$ cat src/vrc_pkg.sv
package vrc_pkg;

  // ----------------------------------------------------------------------
  // Timing
  // ----------------------------------------------------------------------
  localparam int unsigned CLK_HZ = 40_000_000;
  localparam int unsigned OSC_HZ = 2_000_000;
  localparam int unsigned OSC_DIV = CLK_HZ / OSC_HZ;
  localparam int unsigned DEB_MS = 32;
  localparam int unsigned DEB_CYC = (CLK_HZ / 1000) * DEB_MS;

  // Sample dividers by {rate_sel_hi, rate_sel_lo}
  localparam logic [9:0] RATE_DIV_LL = 10'h200;
  localparam logic [9:0] RATE_DIV_LH = 10'h120;
  localparam logic [9:0] RATE_DIV_HL = 10'h100;
  localparam logic [9:0] RATE_DIV_HH = 10'h0E0;

  // ----------------------------------------------------------------------
  // Memory geometry, in 4-bit sample addresses
  // ----------------------------------------------------------------------
  localparam int ADDR_W = 21;
  localparam int MEM_SHIFT = 18;
  localparam logic [20:0] INDEX_NIBBLES = 21'h000800;

  // ----------------------------------------------------------------------
  // Register map and fields
  // ----------------------------------------------------------------------
  localparam logic [7:0] REG_CTRL = 8'h00;
  localparam logic [7:0] REG_STATUS = 8'h04;
  localparam logic [7:0] REG_ADDR = 8'h08;
  localparam logic [7:0] REG_LIMIT = 8'h0C;
  localparam int CTRL_START_BIT = 0;
  localparam int CTRL_STOP_BIT = 1;
  localparam int CTRL_MCU_BIT = 2;
  localparam int CTRL_REC_BIT = 3;
  localparam logic [1:0] CTRL_RST = 2'h0;
  localparam logic [1:0] RESP_OKAY = 2'h0;
  localparam logic [1:0] RESP_SLVERR = 2'h2;

  // ----------------------------------------------------------------------
  // Nibble commands
  // ----------------------------------------------------------------------
  localparam logic [3:0] CMD_NOP = 4'h0;
  localparam logic [3:0] CMD_PLAY = 4'h2;
  localparam logic [3:0] CMD_REC = 4'h3;
  localparam logic [3:0] CMD_START = 4'h4;
  localparam logic [3:0] CMD_STOP = 4'h5;
  localparam logic [3:0] CMD_MEMORY_READ_CMD = 4'hC;
  localparam logic [3:0] CMD_MEMORY_WRITE_CMD = 4'hD;
  localparam logic [3:0] CMD_EXTERNAL_PLAYBACK_CMD = 4'hE;
  localparam logic [3:0] CMD_EXTERNAL_RECORD_CMD = 4'hF;

  // ----------------------------------------------------------------------
  // Types
  // ----------------------------------------------------------------------
  typedef enum logic [2:0] {
    ST_PD,
    ST_IDLE,
    ST_REC,
    ST_PLAY,
    ST_XFER
  } vrc_state_t;

  typedef struct packed {
    logic awvalid;
    logic [7:0] awaddr;
    logic wvalid;
    logic [31:0] wdata;
    logic [3:0] wstrb;
    logic bready;
    logic arvalid;
    logic [7:0] araddr;
    logic rready;
  } vrc_axi_req_t;

  typedef struct packed {
    logic awready;
    logic wready;
    logic bvalid;
    logic [1:0] bresp;
    logic arready;
    logic rvalid;
    logic [31:0] rdata;
    logic [1:0] rresp;
  } vrc_axi_rsp_t;

  typedef struct packed {
    logic [1:0] rate;
    logic [1:0] mem;
    logic [1:0] phrase;
    logic [2:0] ch;
  } vrc_sel_t;

  // ----------------------------------------------------------------------
  // Channel geometry
  // ----------------------------------------------------------------------
  // Share of one channel: total memory over the phrase count
  function automatic logic [20:0] share_calc(input logic [1:0] mem, input logic [1:0] ph);
    logic [20:0] tot;
    tot = (21'(mem) + 21'h000001) << MEM_SHIFT;
    if (mem == 2'h2) begin
      case (ph)
        2'h0: share_calc = tot;
        2'h1: share_calc = tot >> 1;
        2'h2: share_calc = 21'h000001 << MEM_SHIFT;
        default: share_calc = 21'h000001 << (MEM_SHIFT - 1);
      endcase
    end else begin
      share_calc = tot >> ph;
    end
  endfunction

  // Channel pins folded onto the channels that exist
  function automatic logic [2:0] eff_channel(input logic [1:0] mem, input logic [1:0] ph,
                                             input logic [2:0] ch);
    eff_channel = ch;
    if (mem == 2'h2) begin
      case (ph)
        2'h0: eff_channel = 3'h0;
        2'h1: eff_channel = {2'h0, ch[0]};
        2'h2: eff_channel = (ch[1:0] == 2'h3) ? 3'h2 : {1'b0, ch[1:0]};
        default: eff_channel = (ch >= 3'h6) ? ch - 3'h2 : ch;
      endcase
    end else begin
      eff_channel = ch & ((3'h1 << ph) - 3'h1);
    end
  endfunction

endpackage

$ cat src/vrc_debounce.sv
module vrc_debounce #(
  parameter int unsigned CYCLES = vrc_pkg::DEB_CYC
) (
  // Clock and reset
  input wire logic clk,
  input wire logic rst,
  // Raw and filtered level
  input wire logic raw,
  output logic level
);

  typedef struct packed {
    logic level;
    logic [31:0] cnt;
  } vrc_deb_t;

  vrc_deb_t s_r;
  vrc_deb_t s_nxt;

  // Accept a new level only after it held for the full window
  always_comb begin
    s_nxt = s_r;
    if (raw == s_r.level) begin
      s_nxt.cnt = 32'h0;
    end else if (s_r.cnt >= CYCLES - 1) begin
      s_nxt.level = raw;
      s_nxt.cnt = 32'h0;
    end else begin
      s_nxt.cnt = s_r.cnt + 32'h1;
    end
  end

  always_ff @(posedge clk) begin
    if (rst) begin
      s_r <= '0;
    end else begin
      s_r <= s_nxt;
    end
  end

  assign level = s_r.level;

endmodule // vrc_debounce

$ cat src/vrc_rate_div.sv
module vrc_rate_div #(
  parameter int unsigned OSC_DIV = vrc_pkg::OSC_DIV
) (
  // Clock and reset
  input wire logic clk,
  input wire logic rst,
  // Oscillator running and rate choice
  input wire logic run,
  input wire logic [1:0] rate,
  // One-cycle pulse per sample
  output logic sample_tick
);

  typedef struct packed {
    logic [7:0] osc_cnt;
    logic [9:0] smp_cnt;
    logic tick;
  } vrc_div_t;

  vrc_div_t s_r;
  vrc_div_t s_nxt;
  logic [9:0] div;

  // Divider from the rate pins
  always_comb begin
    case (rate)
      2'h0: div = vrc_pkg::RATE_DIV_LL;
      2'h1: div = vrc_pkg::RATE_DIV_LH;
      2'h2: div = vrc_pkg::RATE_DIV_HL;
      default: div = vrc_pkg::RATE_DIV_HH;
    endcase
  end

  // Oscillator enable, then sample enable; stopped oscillator clears both counters
  always_comb begin
    s_nxt = s_r;
    s_nxt.tick = 1'b0;
    if (!run) begin
      s_nxt.osc_cnt = 8'h0;
      s_nxt.smp_cnt = 10'h0;
    end else if (s_r.osc_cnt >= 8'(OSC_DIV - 1)) begin
      s_nxt.osc_cnt = 8'h0;
      if (s_r.smp_cnt >= div - 10'h1) begin
        s_nxt.smp_cnt = 10'h0;
        s_nxt.tick = 1'b1;
      end else begin
        s_nxt.smp_cnt = s_r.smp_cnt + 10'h1;
      end
    end else begin
      s_nxt.osc_cnt = s_r.osc_cnt + 8'h1;
    end
  end

  always_ff @(posedge clk) begin
    if (rst) begin
      s_r <= '0;
    end else begin
      s_r <= s_nxt;
    end
  end

  assign sample_tick = s_r.tick;

endmodule // vrc_rate_div

$ cat src/vrc_top.sv
// Overview of operation
// [RULE1] Chip-enable-inhibit high: strobes ignored, data bus released.
// [RULE2] Power-down input high puts the device into power-down; code heeds it only when idle in microcontroller mode.
// [RULE3] Write strobe takes a nibble; read strobe drives status or data.
// [RULE4] Transfer clock runs during the four transfer commands.
// [RULE5] Button unused in microcontroller mode; outside holds it low.
// [RULE6] Each sample uses one four-bit memory location.
// [RULE7] Stand-alone and idle: power down, oscillator stopped.
// [RULE8] Rate pins pick oscillator division 512, 288, 256 or 224.
// [RULE9] Oscillator runs between 1.5 and 4 MHz.
// [RULE10] Playback uses the rate selected now, not the recorded one.
// [RULE11] Memory-count pins declare one to four 1-Mbit memories.
// [RULE12] Phrase pins give 1, 2, 4, 8 phrases; 1, 2, 3, 6 with three memories.
// [RULE13] Each channel gets total memory divided by phrase count.
// [RULE14] Channel pins choose which share is used.
// [RULE15] First 8 kbit reserved as index area, shortening channel zero.
// [RULE16] Recording stops by itself when the channel memory is full.
// [RULE17] Activity monitor low while recording or playing.
// [RULE18] Button debounced over 32 ms before acting.
// [RULE19] Recording starts at the channel's first address.
// [RULE20] Select pins sampled at start and held until the end.
module vrc_top #(
  parameter int unsigned DEB_CYC = vrc_pkg::DEB_CYC,
  parameter int unsigned OSC_DIV = vrc_pkg::OSC_DIV
) (
  // Clock and reset
  input wire logic clk,
  input wire logic rst,
  // Register bus
  input wire vrc_pkg::vrc_axi_req_t axi_req,
  output vrc_pkg::vrc_axi_rsp_t axi_rsp,
  // Microcontroller pins
  input wire logic wr_n,
  input wire logic rd_n,
  input wire logic chip_enable_inhibit,
  input wire logic power_down_in,
  input wire logic [3:0] bus_in,
  output logic [3:0] bus_out,
  output logic bus_oe_n,
  output logic transfer_sync_clock,
  // Stand-alone pins
  input wire logic start_stop_button,
  input wire logic rec_play_sel,
  input wire logic rate_sel_lo,
  input wire logic rate_sel_hi,
  input wire logic mem_count_sel_lo,
  input wire logic mem_count_sel_hi,
  input wire logic phrase_count_sel_lo,
  input wire logic phrase_count_sel_hi,
  input wire logic channel_sel_0,
  input wire logic channel_sel_1,
  input wire logic channel_sel_2,
  // Voice memory side
  input wire logic [3:0] mem_nibble_in,
  output logic [3:0] mem_nibble_out,
  output logic [20:0] mem_addr,
  output logic mem_write_en,
  // Activity and oscillator
  output logic activity_monitor_n,
  output logic osc_run
);

  // ----------------------------------------------------------------------
  // State
  // ----------------------------------------------------------------------
  typedef struct packed {
    vrc_pkg::vrc_state_t st;
    vrc_pkg::vrc_sel_t sel;
    logic mcu_mode;
    logic sw_rec;
    logic mode_rec;
    logic xfer_rec;
    logic [20:0] addr;
    logic [20:0] limit;
    logic [3:0] data_wr;
    logic mem_we;
    logic xclk;
    logic wr_prev;
    logic btn_prev;
    logic [3:0] bus_out;
    logic bus_oe_n;
    logic mon_n;
    logic osc_run;
    logic aw_have;
    logic [7:0] aw_addr;
    logic w_have;
    logic [31:0] w_data;
    vrc_pkg::vrc_axi_rsp_t rsp;
  } vrc_top_t;

  vrc_top_t s_r;
  vrc_top_t s_nxt;
  logic btn_level;
  logic sample_tick;
  vrc_pkg::vrc_sel_t pins;
  logic [20:0] share;
  logic [2:0] ch_eff;
  logic [20:0] ch_base;
  logic [20:0] ch_first;
  logic active;

  // ----------------------------------------------------------------------
  // Helpers
  // ----------------------------------------------------------------------
  // Button filter; its level is ignored in microcontroller mode
  vrc_debounce #(
    .CYCLES(DEB_CYC)
  ) u_deb (
    .clk(clk),
    .rst(rst),
    .raw(start_stop_button),
    .level(btn_level)
  );

  // Sample clock from the held rate
  vrc_rate_div #(
    .OSC_DIV(OSC_DIV)
  ) u_div (
    .clk(clk),
    .rst(rst),
    .run(s_r.osc_run),
    .rate(s_r.sel.rate),
    .sample_tick(sample_tick)
  );

  // Pin view and channel geometry
  always_comb begin
    pins.rate = {rate_sel_hi, rate_sel_lo}; // RULE8
    pins.mem = {mem_count_sel_hi, mem_count_sel_lo}; // RULE11
    pins.phrase = {phrase_count_sel_hi, phrase_count_sel_lo}; // RULE12
    pins.ch = {channel_sel_2, channel_sel_1, channel_sel_0};
    share = vrc_pkg::share_calc(pins.mem, pins.phrase); // RULE13
    ch_eff = vrc_pkg::eff_channel(pins.mem, pins.phrase, pins.ch); // RULE14
    ch_base = 21'(share * ch_eff);
    // Channel zero begins past the index area
    ch_first = (ch_eff == 3'h0) ? vrc_pkg::INDEX_NIBBLES : ch_base; // RULE15 RULE19
  end

  assign active = (s_r.st == vrc_pkg::ST_REC) || (s_r.st == vrc_pkg::ST_PLAY) ||
                  (s_r.st == vrc_pkg::ST_XFER);

  // ----------------------------------------------------------------------
  // Next state
  // ----------------------------------------------------------------------
  always_comb begin
    logic wr_take;
    logic rd_drive;
    logic btn_rise;
    logic go;
    logic stop;
    logic go_rec;
    logic go_xfer;
    logic at_end;
    logic do_w;
    wr_take = 1'b0;
    rd_drive = 1'b0;
    btn_rise = 1'b0;
    go = 1'b0;
    stop = 1'b0;
    go_rec = 1'b0;
    go_xfer = 1'b0;
    at_end = 1'b0;
    do_w = 1'b0;
    s_nxt = s_r;
    s_nxt.mem_we = 1'b0;
    s_nxt.wr_prev = wr_n;
    s_nxt.btn_prev = btn_level;

    // Strobes count only while the chip is enabled
    wr_take = s_r.wr_prev && !wr_n && !chip_enable_inhibit; // RULE1 RULE3
    rd_drive = !rd_n && !chip_enable_inhibit; // RULE1 RULE3
    // Button acts only in stand-alone mode
    btn_rise = !s_r.mcu_mode && btn_level && !s_r.btn_prev; // RULE5 RULE18

    // Register bus: address and data accepted in either order
    s_nxt.rsp.awready = 1'b0;
    s_nxt.rsp.wready = 1'b0;
    s_nxt.rsp.arready = 1'b0;
    if (axi_req.awvalid && !s_r.aw_have && !s_r.rsp.awready && !s_r.rsp.bvalid) begin
      s_nxt.rsp.awready = 1'b1;
      s_nxt.aw_have = 1'b1;
      s_nxt.aw_addr = axi_req.awaddr;
    end
    if (axi_req.wvalid && !s_r.w_have && !s_r.rsp.wready && !s_r.rsp.bvalid) begin
      s_nxt.rsp.wready = 1'b1;
      s_nxt.w_have = 1'b1;
      s_nxt.w_data = axi_req.wdata;
    end
    if (s_r.rsp.bvalid && axi_req.bready) begin
      s_nxt.rsp.bvalid = 1'b0;
    end
    if (s_r.aw_have && s_r.w_have && !s_r.rsp.bvalid) begin
      do_w = 1'b1;
      s_nxt.aw_have = 1'b0;
      s_nxt.w_have = 1'b0;
      s_nxt.rsp.bvalid = 1'b1;
      s_nxt.rsp.bresp = vrc_pkg::RESP_OKAY;
      if (s_r.aw_addr == vrc_pkg::REG_CTRL) begin
        s_nxt.mcu_mode = s_r.w_data[vrc_pkg::CTRL_MCU_BIT];
        s_nxt.sw_rec = s_r.w_data[vrc_pkg::CTRL_REC_BIT];
      end else if (s_r.aw_addr != vrc_pkg::REG_STATUS && s_r.aw_addr != vrc_pkg::REG_ADDR &&
                   s_r.aw_addr != vrc_pkg::REG_LIMIT) begin
        s_nxt.rsp.bresp = vrc_pkg::RESP_SLVERR;
      end
    end
    if (s_r.rsp.rvalid && axi_req.rready) begin
      s_nxt.rsp.rvalid = 1'b0;
    end
    if (axi_req.arvalid && !s_r.rsp.rvalid && !s_r.rsp.arready) begin
      s_nxt.rsp.arready = 1'b1;
      s_nxt.rsp.rvalid = 1'b1;
      s_nxt.rsp.rresp = vrc_pkg::RESP_OKAY;
      if (axi_req.araddr == vrc_pkg::REG_CTRL) begin
        s_nxt.rsp.rdata = {28'h0, s_r.sw_rec, s_r.mcu_mode, 2'h0};
      end else if (axi_req.araddr == vrc_pkg::REG_STATUS) begin
        s_nxt.rsp.rdata = {24'h0, s_r.sel.ch, 1'b0, s_r.st == vrc_pkg::ST_PD,
                           s_r.st == vrc_pkg::ST_XFER, s_r.mode_rec, active};
      end else if (axi_req.araddr == vrc_pkg::REG_ADDR) begin
        s_nxt.rsp.rdata = {11'h0, s_r.addr};
      end else if (axi_req.araddr == vrc_pkg::REG_LIMIT) begin
        s_nxt.rsp.rdata = {11'h0, s_r.limit};
      end else begin
        s_nxt.rsp.rdata = 32'h0;
        s_nxt.rsp.rresp = vrc_pkg::RESP_SLVERR;
      end
    end

    // Software start and stop join the button
    if (do_w && s_r.aw_addr == vrc_pkg::REG_CTRL) begin
      go = s_r.w_data[vrc_pkg::CTRL_START_BIT];
      stop = s_r.w_data[vrc_pkg::CTRL_STOP_BIT];
      go_rec = s_r.w_data[vrc_pkg::CTRL_REC_BIT];
    end
    if (btn_rise) begin
      go = !active;
      stop = active;
      go_rec = rec_play_sel;
    end

    // Nibble commands, or data nibbles during a transfer into memory
    if (wr_take) begin
      if (s_r.st == vrc_pkg::ST_XFER && !s_r.xfer_rec) begin
        s_nxt.data_wr = bus_in; // RULE3
        s_nxt.mem_we = 1'b1;
        if (bus_in == vrc_pkg::CMD_STOP) begin
          stop = 1'b1;
        end
      end else begin
        case (bus_in)
          vrc_pkg::CMD_PLAY: s_nxt.mode_rec = 1'b0;
          vrc_pkg::CMD_REC: s_nxt.mode_rec = 1'b1;
          vrc_pkg::CMD_START: begin
            go = 1'b1;
            go_rec = s_r.mode_rec;
          end
          vrc_pkg::CMD_STOP: stop = 1'b1;
          vrc_pkg::CMD_MEMORY_READ_CMD, vrc_pkg::CMD_EXTERNAL_RECORD_CMD: begin
            go_xfer = 1'b1;
            go_rec = 1'b1;
          end
          vrc_pkg::CMD_MEMORY_WRITE_CMD, vrc_pkg::CMD_EXTERNAL_PLAYBACK_CMD: begin
            go_xfer = 1'b1;
            go_rec = 1'b0;
          end
          default: begin
          end
        endcase
      end
    end

    // Read strobe: data while transferring out, status otherwise
    s_nxt.bus_oe_n = !rd_drive; // RULE1
    if (rd_drive) begin
      if (s_r.st == vrc_pkg::ST_XFER && s_r.xfer_rec) begin
        s_nxt.bus_out = mem_nibble_in; // RULE3
      end else begin
        s_nxt.bus_out = {active, s_r.mode_rec, s_r.st == vrc_pkg::ST_XFER, 1'b0}; // RULE3
      end
    end

    at_end = (s_r.addr >= s_r.limit - 21'h000001);

    // Operation sequencing
    case (s_r.st)
      vrc_pkg::ST_PD, vrc_pkg::ST_IDLE: begin
        if (go || go_xfer) begin
          // Geometry and rate held for the whole operation
          s_nxt.sel = pins; // RULE20 RULE10
          s_nxt.addr = ch_first; // RULE19
          s_nxt.limit = ch_base + share; // RULE13
          s_nxt.mode_rec = go_rec;
          s_nxt.xfer_rec = go_rec;
          if (go_xfer) begin
            s_nxt.st = vrc_pkg::ST_XFER;
          end else begin
            s_nxt.st = go_rec ? vrc_pkg::ST_REC : vrc_pkg::ST_PLAY;
          end
        end else if (s_r.mcu_mode ? power_down_in : 1'b1) begin
          s_nxt.st = vrc_pkg::ST_PD; // RULE2 RULE7
        end else begin
          s_nxt.st = vrc_pkg::ST_IDLE;
        end
      end
      vrc_pkg::ST_REC, vrc_pkg::ST_PLAY, vrc_pkg::ST_XFER: begin
        if (stop) begin
          s_nxt.st = vrc_pkg::ST_IDLE;
        end else if (sample_tick) begin
          s_nxt.mem_we = s_r.st == vrc_pkg::ST_REC;
          if (s_r.st == vrc_pkg::ST_XFER) begin
            s_nxt.xclk = !s_r.xclk; // RULE4
          end
          if (at_end) begin
            if (s_r.st == vrc_pkg::ST_PLAY && btn_level && !s_r.mcu_mode) begin
              // Button still held: repeat the phrase
              s_nxt.addr = (s_r.sel.ch == 3'h0 || s_r.limit == vrc_pkg::share_calc(
                s_r.sel.mem, s_r.sel.phrase)) ? vrc_pkg::INDEX_NIBBLES :
                s_r.limit - vrc_pkg::share_calc(s_r.sel.mem, s_r.sel.phrase);
            end else begin
              s_nxt.st = vrc_pkg::ST_IDLE; // RULE16
            end
          end else begin
            s_nxt.addr = s_r.addr + 21'h000001; // RULE6
          end
        end
      end
      default: s_nxt.st = vrc_pkg::ST_IDLE;
    endcase

    if (s_nxt.st != vrc_pkg::ST_XFER) begin
      s_nxt.xclk = 1'b0;
    end
    s_nxt.mon_n = !(s_nxt.st == vrc_pkg::ST_REC || s_nxt.st == vrc_pkg::ST_PLAY); // RULE17
    s_nxt.osc_run = s_nxt.st != vrc_pkg::ST_PD; // RULE7 RULE9
  end

  // ----------------------------------------------------------------------
  // Registers
  // ----------------------------------------------------------------------
  always_ff @(posedge clk) begin
    if (rst) begin
      s_r <= '0;
      s_r.st <= vrc_pkg::ST_PD;
      s_r.wr_prev <= 1'b1;
      s_r.bus_oe_n <= 1'b1;
      s_r.mon_n <= 1'b1;
      s_r.mcu_mode <= vrc_pkg::CTRL_RST[0];
      s_r.sw_rec <= vrc_pkg::CTRL_RST[1];
    end else begin
      s_r <= s_nxt;
    end
  end

  // Outputs straight from the state register
  assign axi_rsp = s_r.rsp;
  assign bus_out = s_r.bus_out;
  assign bus_oe_n = s_r.bus_oe_n;
  assign transfer_sync_clock = s_r.xclk;
  assign mem_nibble_out = s_r.data_wr;
  assign mem_addr = s_r.addr;
  assign mem_write_en = s_r.mem_we;
  assign activity_monitor_n = s_r.mon_n;
  assign osc_run = s_r.osc_run;

endmodule // vrc_top

$ cat config.mk
export PLATFORM = sky130hd
export DESIGN_NAME = vrc_top
export DESIGN_NICKNAME = d
export VERILOG_FILES = /design/src/vrc_pkg.sv /design/src/vrc_debounce.sv /design/src/vrc_rate_div.sv /design/src/vrc_top.sv
export SDC_FILE = /design/constraint.sdc
export NUM_CORES = 1
export LEC_CHECK = 0
export BUFFER_PORTS_ARGS = -buffer_cell sky130_fd_sc_hd__buf_4
export CORE_MARGIN = 5
export CORE_UTILIZATION = 55
export DETAILED_ROUTE_END_ITERATION = 7
export MAX_ROUTING_LAYER = met4
export PLACE_DENSITY = 0.77
export SLEW_MARGIN = 40
export SYNTH_ARGS = -nofsm -noshare
export SYNTH_HDL_FRONTEND = slang
export SYNTH_HIERARCHICAL = 1
export SYNTH_SLANG_ARGS = --single-unit
export TNS_END_PERCENT = 50
$ cat constraint.sdc
create_clock -name clk -period 6 [get_ports clk]
set_clock_uncertainty 0.15 [all_clocks]
set_input_delay 1.8 -clock clk [delete_from_list [all_inputs] [get_ports clk]]
set_output_delay 1.8 -clock clk [all_outputs]
set_load 0.03 [all_outputs]
After elaboration in Yosys (flattened, before gate mapping). Cells that the tools add are included.

Flip-flop bits (word level): 180. Bits in latches: 0. RAM bits: 0. ROM bits: 0. Input bits: 82. Output and inout bits: 75. Logic and storage cells: 253. Memories: 0.

Add/sub/neg operators: 12. $mul: 1. Divide/modulo/power cells: 0. $lt $le $gt $ge: 5. Equality and inequality tests: 36. Shifts and indexed selects: 3. Muxes and demuxes: 79. Bitwise gates (word level): 5. Reductions and logical operators: 75.

Operators by type and width (count): two-way mux 21 bit (16); case mux 21 bit (3 select lines) (2); two-way mux 44 bit (1); case mux 21 bit (2 select lines) (1); >> shifter 21 x 2 -> 21 bit (2); two-way mux 36 bit (1); adder 32 x 1 -> 32 bit, second input constant (1); greater-or-equal comparator 32 x 21 -> 1 bit, second input constant (1); two-way mux 32 bit (1); two-way mux 1 bit (30); case mux 10 bit (3 select lines) (1); two-way mux 3 bit (9); logical AND 1 bit (24); two-way mux 2 bit (11); adder 21 x 1 -> 21 bit, second input constant (1); adder 21 bit (1); == test 21 bit (1); greater-or-equal comparator 21 bit (1); multiplier 21 x 3 -> 21 bit (1); subtractor 21 x 1 -> 21 bit, second input constant (1); subtractor 21 bit (1); zero test 1 bit (17); == test 4 bit, second input constant (4); == test 8 x 4 -> 1 bit, second input constant (2); 44 further kinds (85).

Logic depth before layout (Yosys ltp).
Word-level depth: 18. Depth in mapped cells: 21.

Modules after synthesis. Netlist, hierarchy kept.

By module, submodules not included: vrc_top (times used 1, cells each 771, area each 6248.5 um^2); vrc_debounce (times used 1, cells each 140, area each 1451.4 um^2); vrc_rate_div (times used 1, cells each 108, area each 962.2 um^2).

Worst setup path before layout. OpenSTA, ideal clock, no wires.

Kind: input to register. From: input port mem_count_sel_lo. To: register s_r[118] (netlist bit). Library setup time: 0.128 ns. Arrival time: 5.044 ns. Required time: 5.722 ns. Setup slack: 0.678 ns. Cell stages on the path: 18. Cells stage by stage: inv_1 > ha_1 > nand2_1 > o21ai_0 > nor3b_1 > nand2_1 > fa_1 > inv_1 > ha_1 > inv_1 > fa_1 > xnor2_1 > ha_1 > a21oi_1 > o21ai_0 > xnor3_1 > mux2i_1 > nor2_1.

Word-level cells in the longest chain between the ends: 5. Elaborated cells between the ends (all ways): 8. Classes of those cells: 2 x add/sub; 1 x mul; 1 x eq/ne; 1 x shift; 3 x mux.

RTL lines: start: declaration (RTL line vrc_top.sv:46) `input wire logic mem_count_sel_lo,`; adder 2 x 1 -> 3 bit (RTL line vrc_pkg.sv:100) `tot = (21'(mem) + 21'h000001) << MEM_SHIFT;`; >> shifter 21 x 2 -> 21 bit or case mux 21 bit (3 select lines) (tied branches) (RTL line vrc_pkg.sv:109, vrc_pkg.sv:102); two-way mux 21 bit (RTL line vrc_pkg.sv:101) `if (mem == 2'h2) begin`; multiplier 21 x 3 -> 21 bit (RTL line vrc_top.sv:134) `ch_base = 21'(share * ch_eff);`; adder 21 bit (*) (RTL line vrc_top.sv:290) `s_nxt.limit = ch_base + share;`; end signal: assignment (RTL line vrc_top.sv:349) `s_r <= s_nxt;`; end: declaration (RTL line vrc_top.sv:91) `vrc_top_t s_r;`.

Every way passes the cells marked *; elsewhere a longest branch is shown, timed or not. A chain may end at the register's enable or synchronous reset.

Worst setup path in the final report. Same ends and word-level chain as after synthesis.

==> impl_metrics.tcl <==
set metrics [dict create \
    cts_setup_buffers 0 \
    root_buffer "clkbuf_16" \
    first_pass_iters 5 \
    clk-insertion-delay-late_ns 0.42 \
    cts.path.max_buffers 2 \
    fillers 1310 \
    cts_tree "built" \
    peakVddDrop_mv 0.216 \
    final_common_cell "dfxtp_1" \
    die_area_sq_um 18400 \
    seqPwrFrac_pct 44.1 \
    initial_utilization_pct 56.6 \
    coreArea_sq_um 15300 \
    p_per_area_nw_per_um2 250 \
    rows 45 \
    gr-total-overflow 0 \
    max_freq_ghz 0.188 \
    antennaDiodeCount 0 \
    path_class "in -> reg" \
    grt_pass1_wl_um 33500 \
    wire_per_inst_um 15.9 \
    hold_class "reg -> reg" \
    h-tree-depth 4 \
    cts_buffers 17 \
    yosys_most_used_dff "dfxtp_1" \
    combinationalPowerShare_pct 14.3 \
    vias_per_cell 5.67 \
    io_buffer_count 111 \
    hold_slack_ns 0.302 \
    grt_start_max_net_pins 56 \
    worst_pin_slew_ns 0.728 \
    dp_hpwl_um 15000 \
    clk_pin_slew_ns 0.06 \
    slew_violations 0 \
    synth_area_sq_um 8660 \
    p_sw_share_pct 26.3 \
    final_min_period_over_clock_period_pct 88.6 \
    crit_fanout 9 \
    p_leak_nw 3.83 \
    ys_ff_latch 152 \
    place_congestion 0.932 \
    switching_power_w 0.000642 \
    ys_warn_count 6 \
    outcome "completed" \
    finalHoldViolCount 0 \
    cts_hold_buf 0 \
    antenna_found_initial 0 \
    ys_types 83 \
    die_width_um 135 \
    die_h_um 135 \
    mostFrequentLayoutCells "dfxtp_1 (152), buf_4 (117), nor2_1 (103)" \
    slowest_stage "fa_1" \
    cts_resized 0 \
    syn_to_final_growth_pct 12.6 \
    yosysSeqAreaShare_pct 35.1 \
    wirelength_um 20600 \
    critPathCaptureType "flop" \
    drt-initial-drc-count 543 \
    rsz0062_at_grt "no" \
    instances_no_fill 1291 \
    setup_viol 0 \
    synth_cells 1019 \
    placed_cells 1261 \
    power.internal_w 0.00180 \
    drv_cap 0 \
    cpLargestDelayFamily "adder cells" \
    synth_edf_count 0 \
    critPathLaunchType "input pin" \
    clock-sinks 152 \
    fin_tns_setup_ns 0 \
    ios 157 \
    grt_pass1_vias 6785 \
    slew_headroom_pct 51.4 \
    required_ns 6.13 \
    grt_usage_pct 23.0 \
    timing.critical_path.buf_inv 4 \
    postSynth.asyncResetShare_pct 0 \
    nNetsFinal 1191 \
    path_cells "buf_4, inv_1, ha_1, nor2_1, a21oi_1, nand2_1, o21ai_0, nand2_1, fa_1, inv_1, ha_1, inv_1, fa_1, xnor2_1, ha_1, a21oi_1, o21ai_0, xnor3_1, mux2i_1, nor2_1" \
    drc 0 \
    pwr-share-clk_pct 41.6 \
    postRouteAntennaNets 0 \
    drive_gt1_share_pct 18.1 \
    avgSynthCellArea_sq_um 8.50 \
    vias 7314 \
    slowest_delay_ns 0.43 \
    layout_min_cycle_time_ns 5.32 \
    cp.arrival_ns 5.45 \
]
[registers in the layout, summed over array words and instances, names as in the netlist, 4 cells and up]
name	flops
u_deb/s_r	32
mem_nibble_out	4
s_r	38
bus_out	4
u_div/s_r	18
mem_addr	21
axi_rsp	28
[power by group through the flow]
stage	combinational, W	clock [W]	sequential, W
floorplan	0.000263	0	0.00109
global placement	0.000337	0	0.00110
detailed placement	0.000343	0	0.00110
CTS	0.000347	0.00103	0.00108
global route	0.000386	0.00107	0.00108
finish	0.000349	0.00102	0.00108
[final timing paths]
kind	start	to	slack, ns	cells past startpoint
worst min register to register	axi_rsp[7]	axi_rsp[7]	0.30	2
worst max register to register	s_r[113]	osc_run	2.32	12
worst min-delay path	axi_rsp[7]	axi_rsp[7]	0.30	2
worst max-delay path	mem_count_sel_lo	s_r[118]	0.68	20
[logic make-up after synthesis]
family                   after synthesis  share of synthesized area [%]
AND/OR/NAND/NOR                      404                           25.4
AO/OA/AOI/OAI                        211                           16.0
flip-flops                           152                           35.1
buffers and inverters                139                           9.59
XOR/XNOR                              43                           4.51
adder cells (fa/ha/maj)               41                           6.33
multiplexers                          25                           2.93
other                                  4                          0.173
[layer usage]
metal / wire length (um) / track usage (%) / up-vias
li1: - / - / 3630
met1: 9680 / 30.8 / 3414
met2: 9220 / 35.8 / 245
met3: 1390 / 4.61 / 25
met4: 272 / 5.94 / 0
met5: 0 / - / -
[synth_stat cells, types with 5 or more instances]
master	count	area (sq um)
and2_1	12	75.1
nand3_1	31	155
a211oi_1	11	82.6
a21oi_1	64	320
o22ai_1	6	37.5
mux2i_1	22	220
a22oi_1	18	135
o21ai_0	38	190
fa_1	5	100
nand2b_1	6	37.5
xor2_1	12	105
a31oi_1	6	37.5
dfxtp_1	152	3040
xnor2_1	30	263
nor4_1	8	50.1
buf_2	7	35.0
clkbuf_1	27	101
a22o_1	6	52.6
nand2_1	91	342
and3_1	9	56.3
nor3_1	17	85.1
a21o_1	6	45.0
or3_1	20	125
ha_1	35	438
o211ai_1	5	37.5
or4_1	8	60.1
nand4_1	17	106
inv_1	29	109
o21ai_1	10	50.1
buf_4	72	541
o31ai_1	5	37.5
nor2b_1	16	100
nor3_2	17	170
nor3b_1	5	37.5
nor2_1	103	387
[stage by stage]
step	utilization (%)	total power (W)	instance area (sq um)	setup WS, ns
after detailed placement	60.0	0.00144	9190	0.239
after floorplan	-	0.00135	8750	0.678
final	63.7	0.00244	9750	0.685
after global routing	63.7	0.00254	9750	0.404
after CTS	63.6	0.00245	9740	0.696
after global placement	60.0	0.00143	9180	0.331
[worst register-to-register path: cells and delay by family, from the launching register on]
family          cells  cell delay [ns]
buf+inv             1             0.15
compound gates      3             1.00
fa+ha+maj           3             0.92
xor+xnor            1             0.16
simple gates        4             0.70
flops               1             0.49
[cell type report]
| class | instances | area (sq um) | share of cell area, % |
|---|---|---|---|
| multi-input combinational | 752 | 4900 | 50.3 |
| sequential | 152 | 3040 | 31.2 |
| timing repair buffer | 117 | 878 | 9.01 |
| clock buffer | 22 | 454 | 4.66 |
| tap | 211 | 264 | 2.71 |
| inverter | 29 | 109 | 1.12 |
| clock inverter | 8 | 98.8 | 1.01 |
Power figures use the tool's default switching activity.
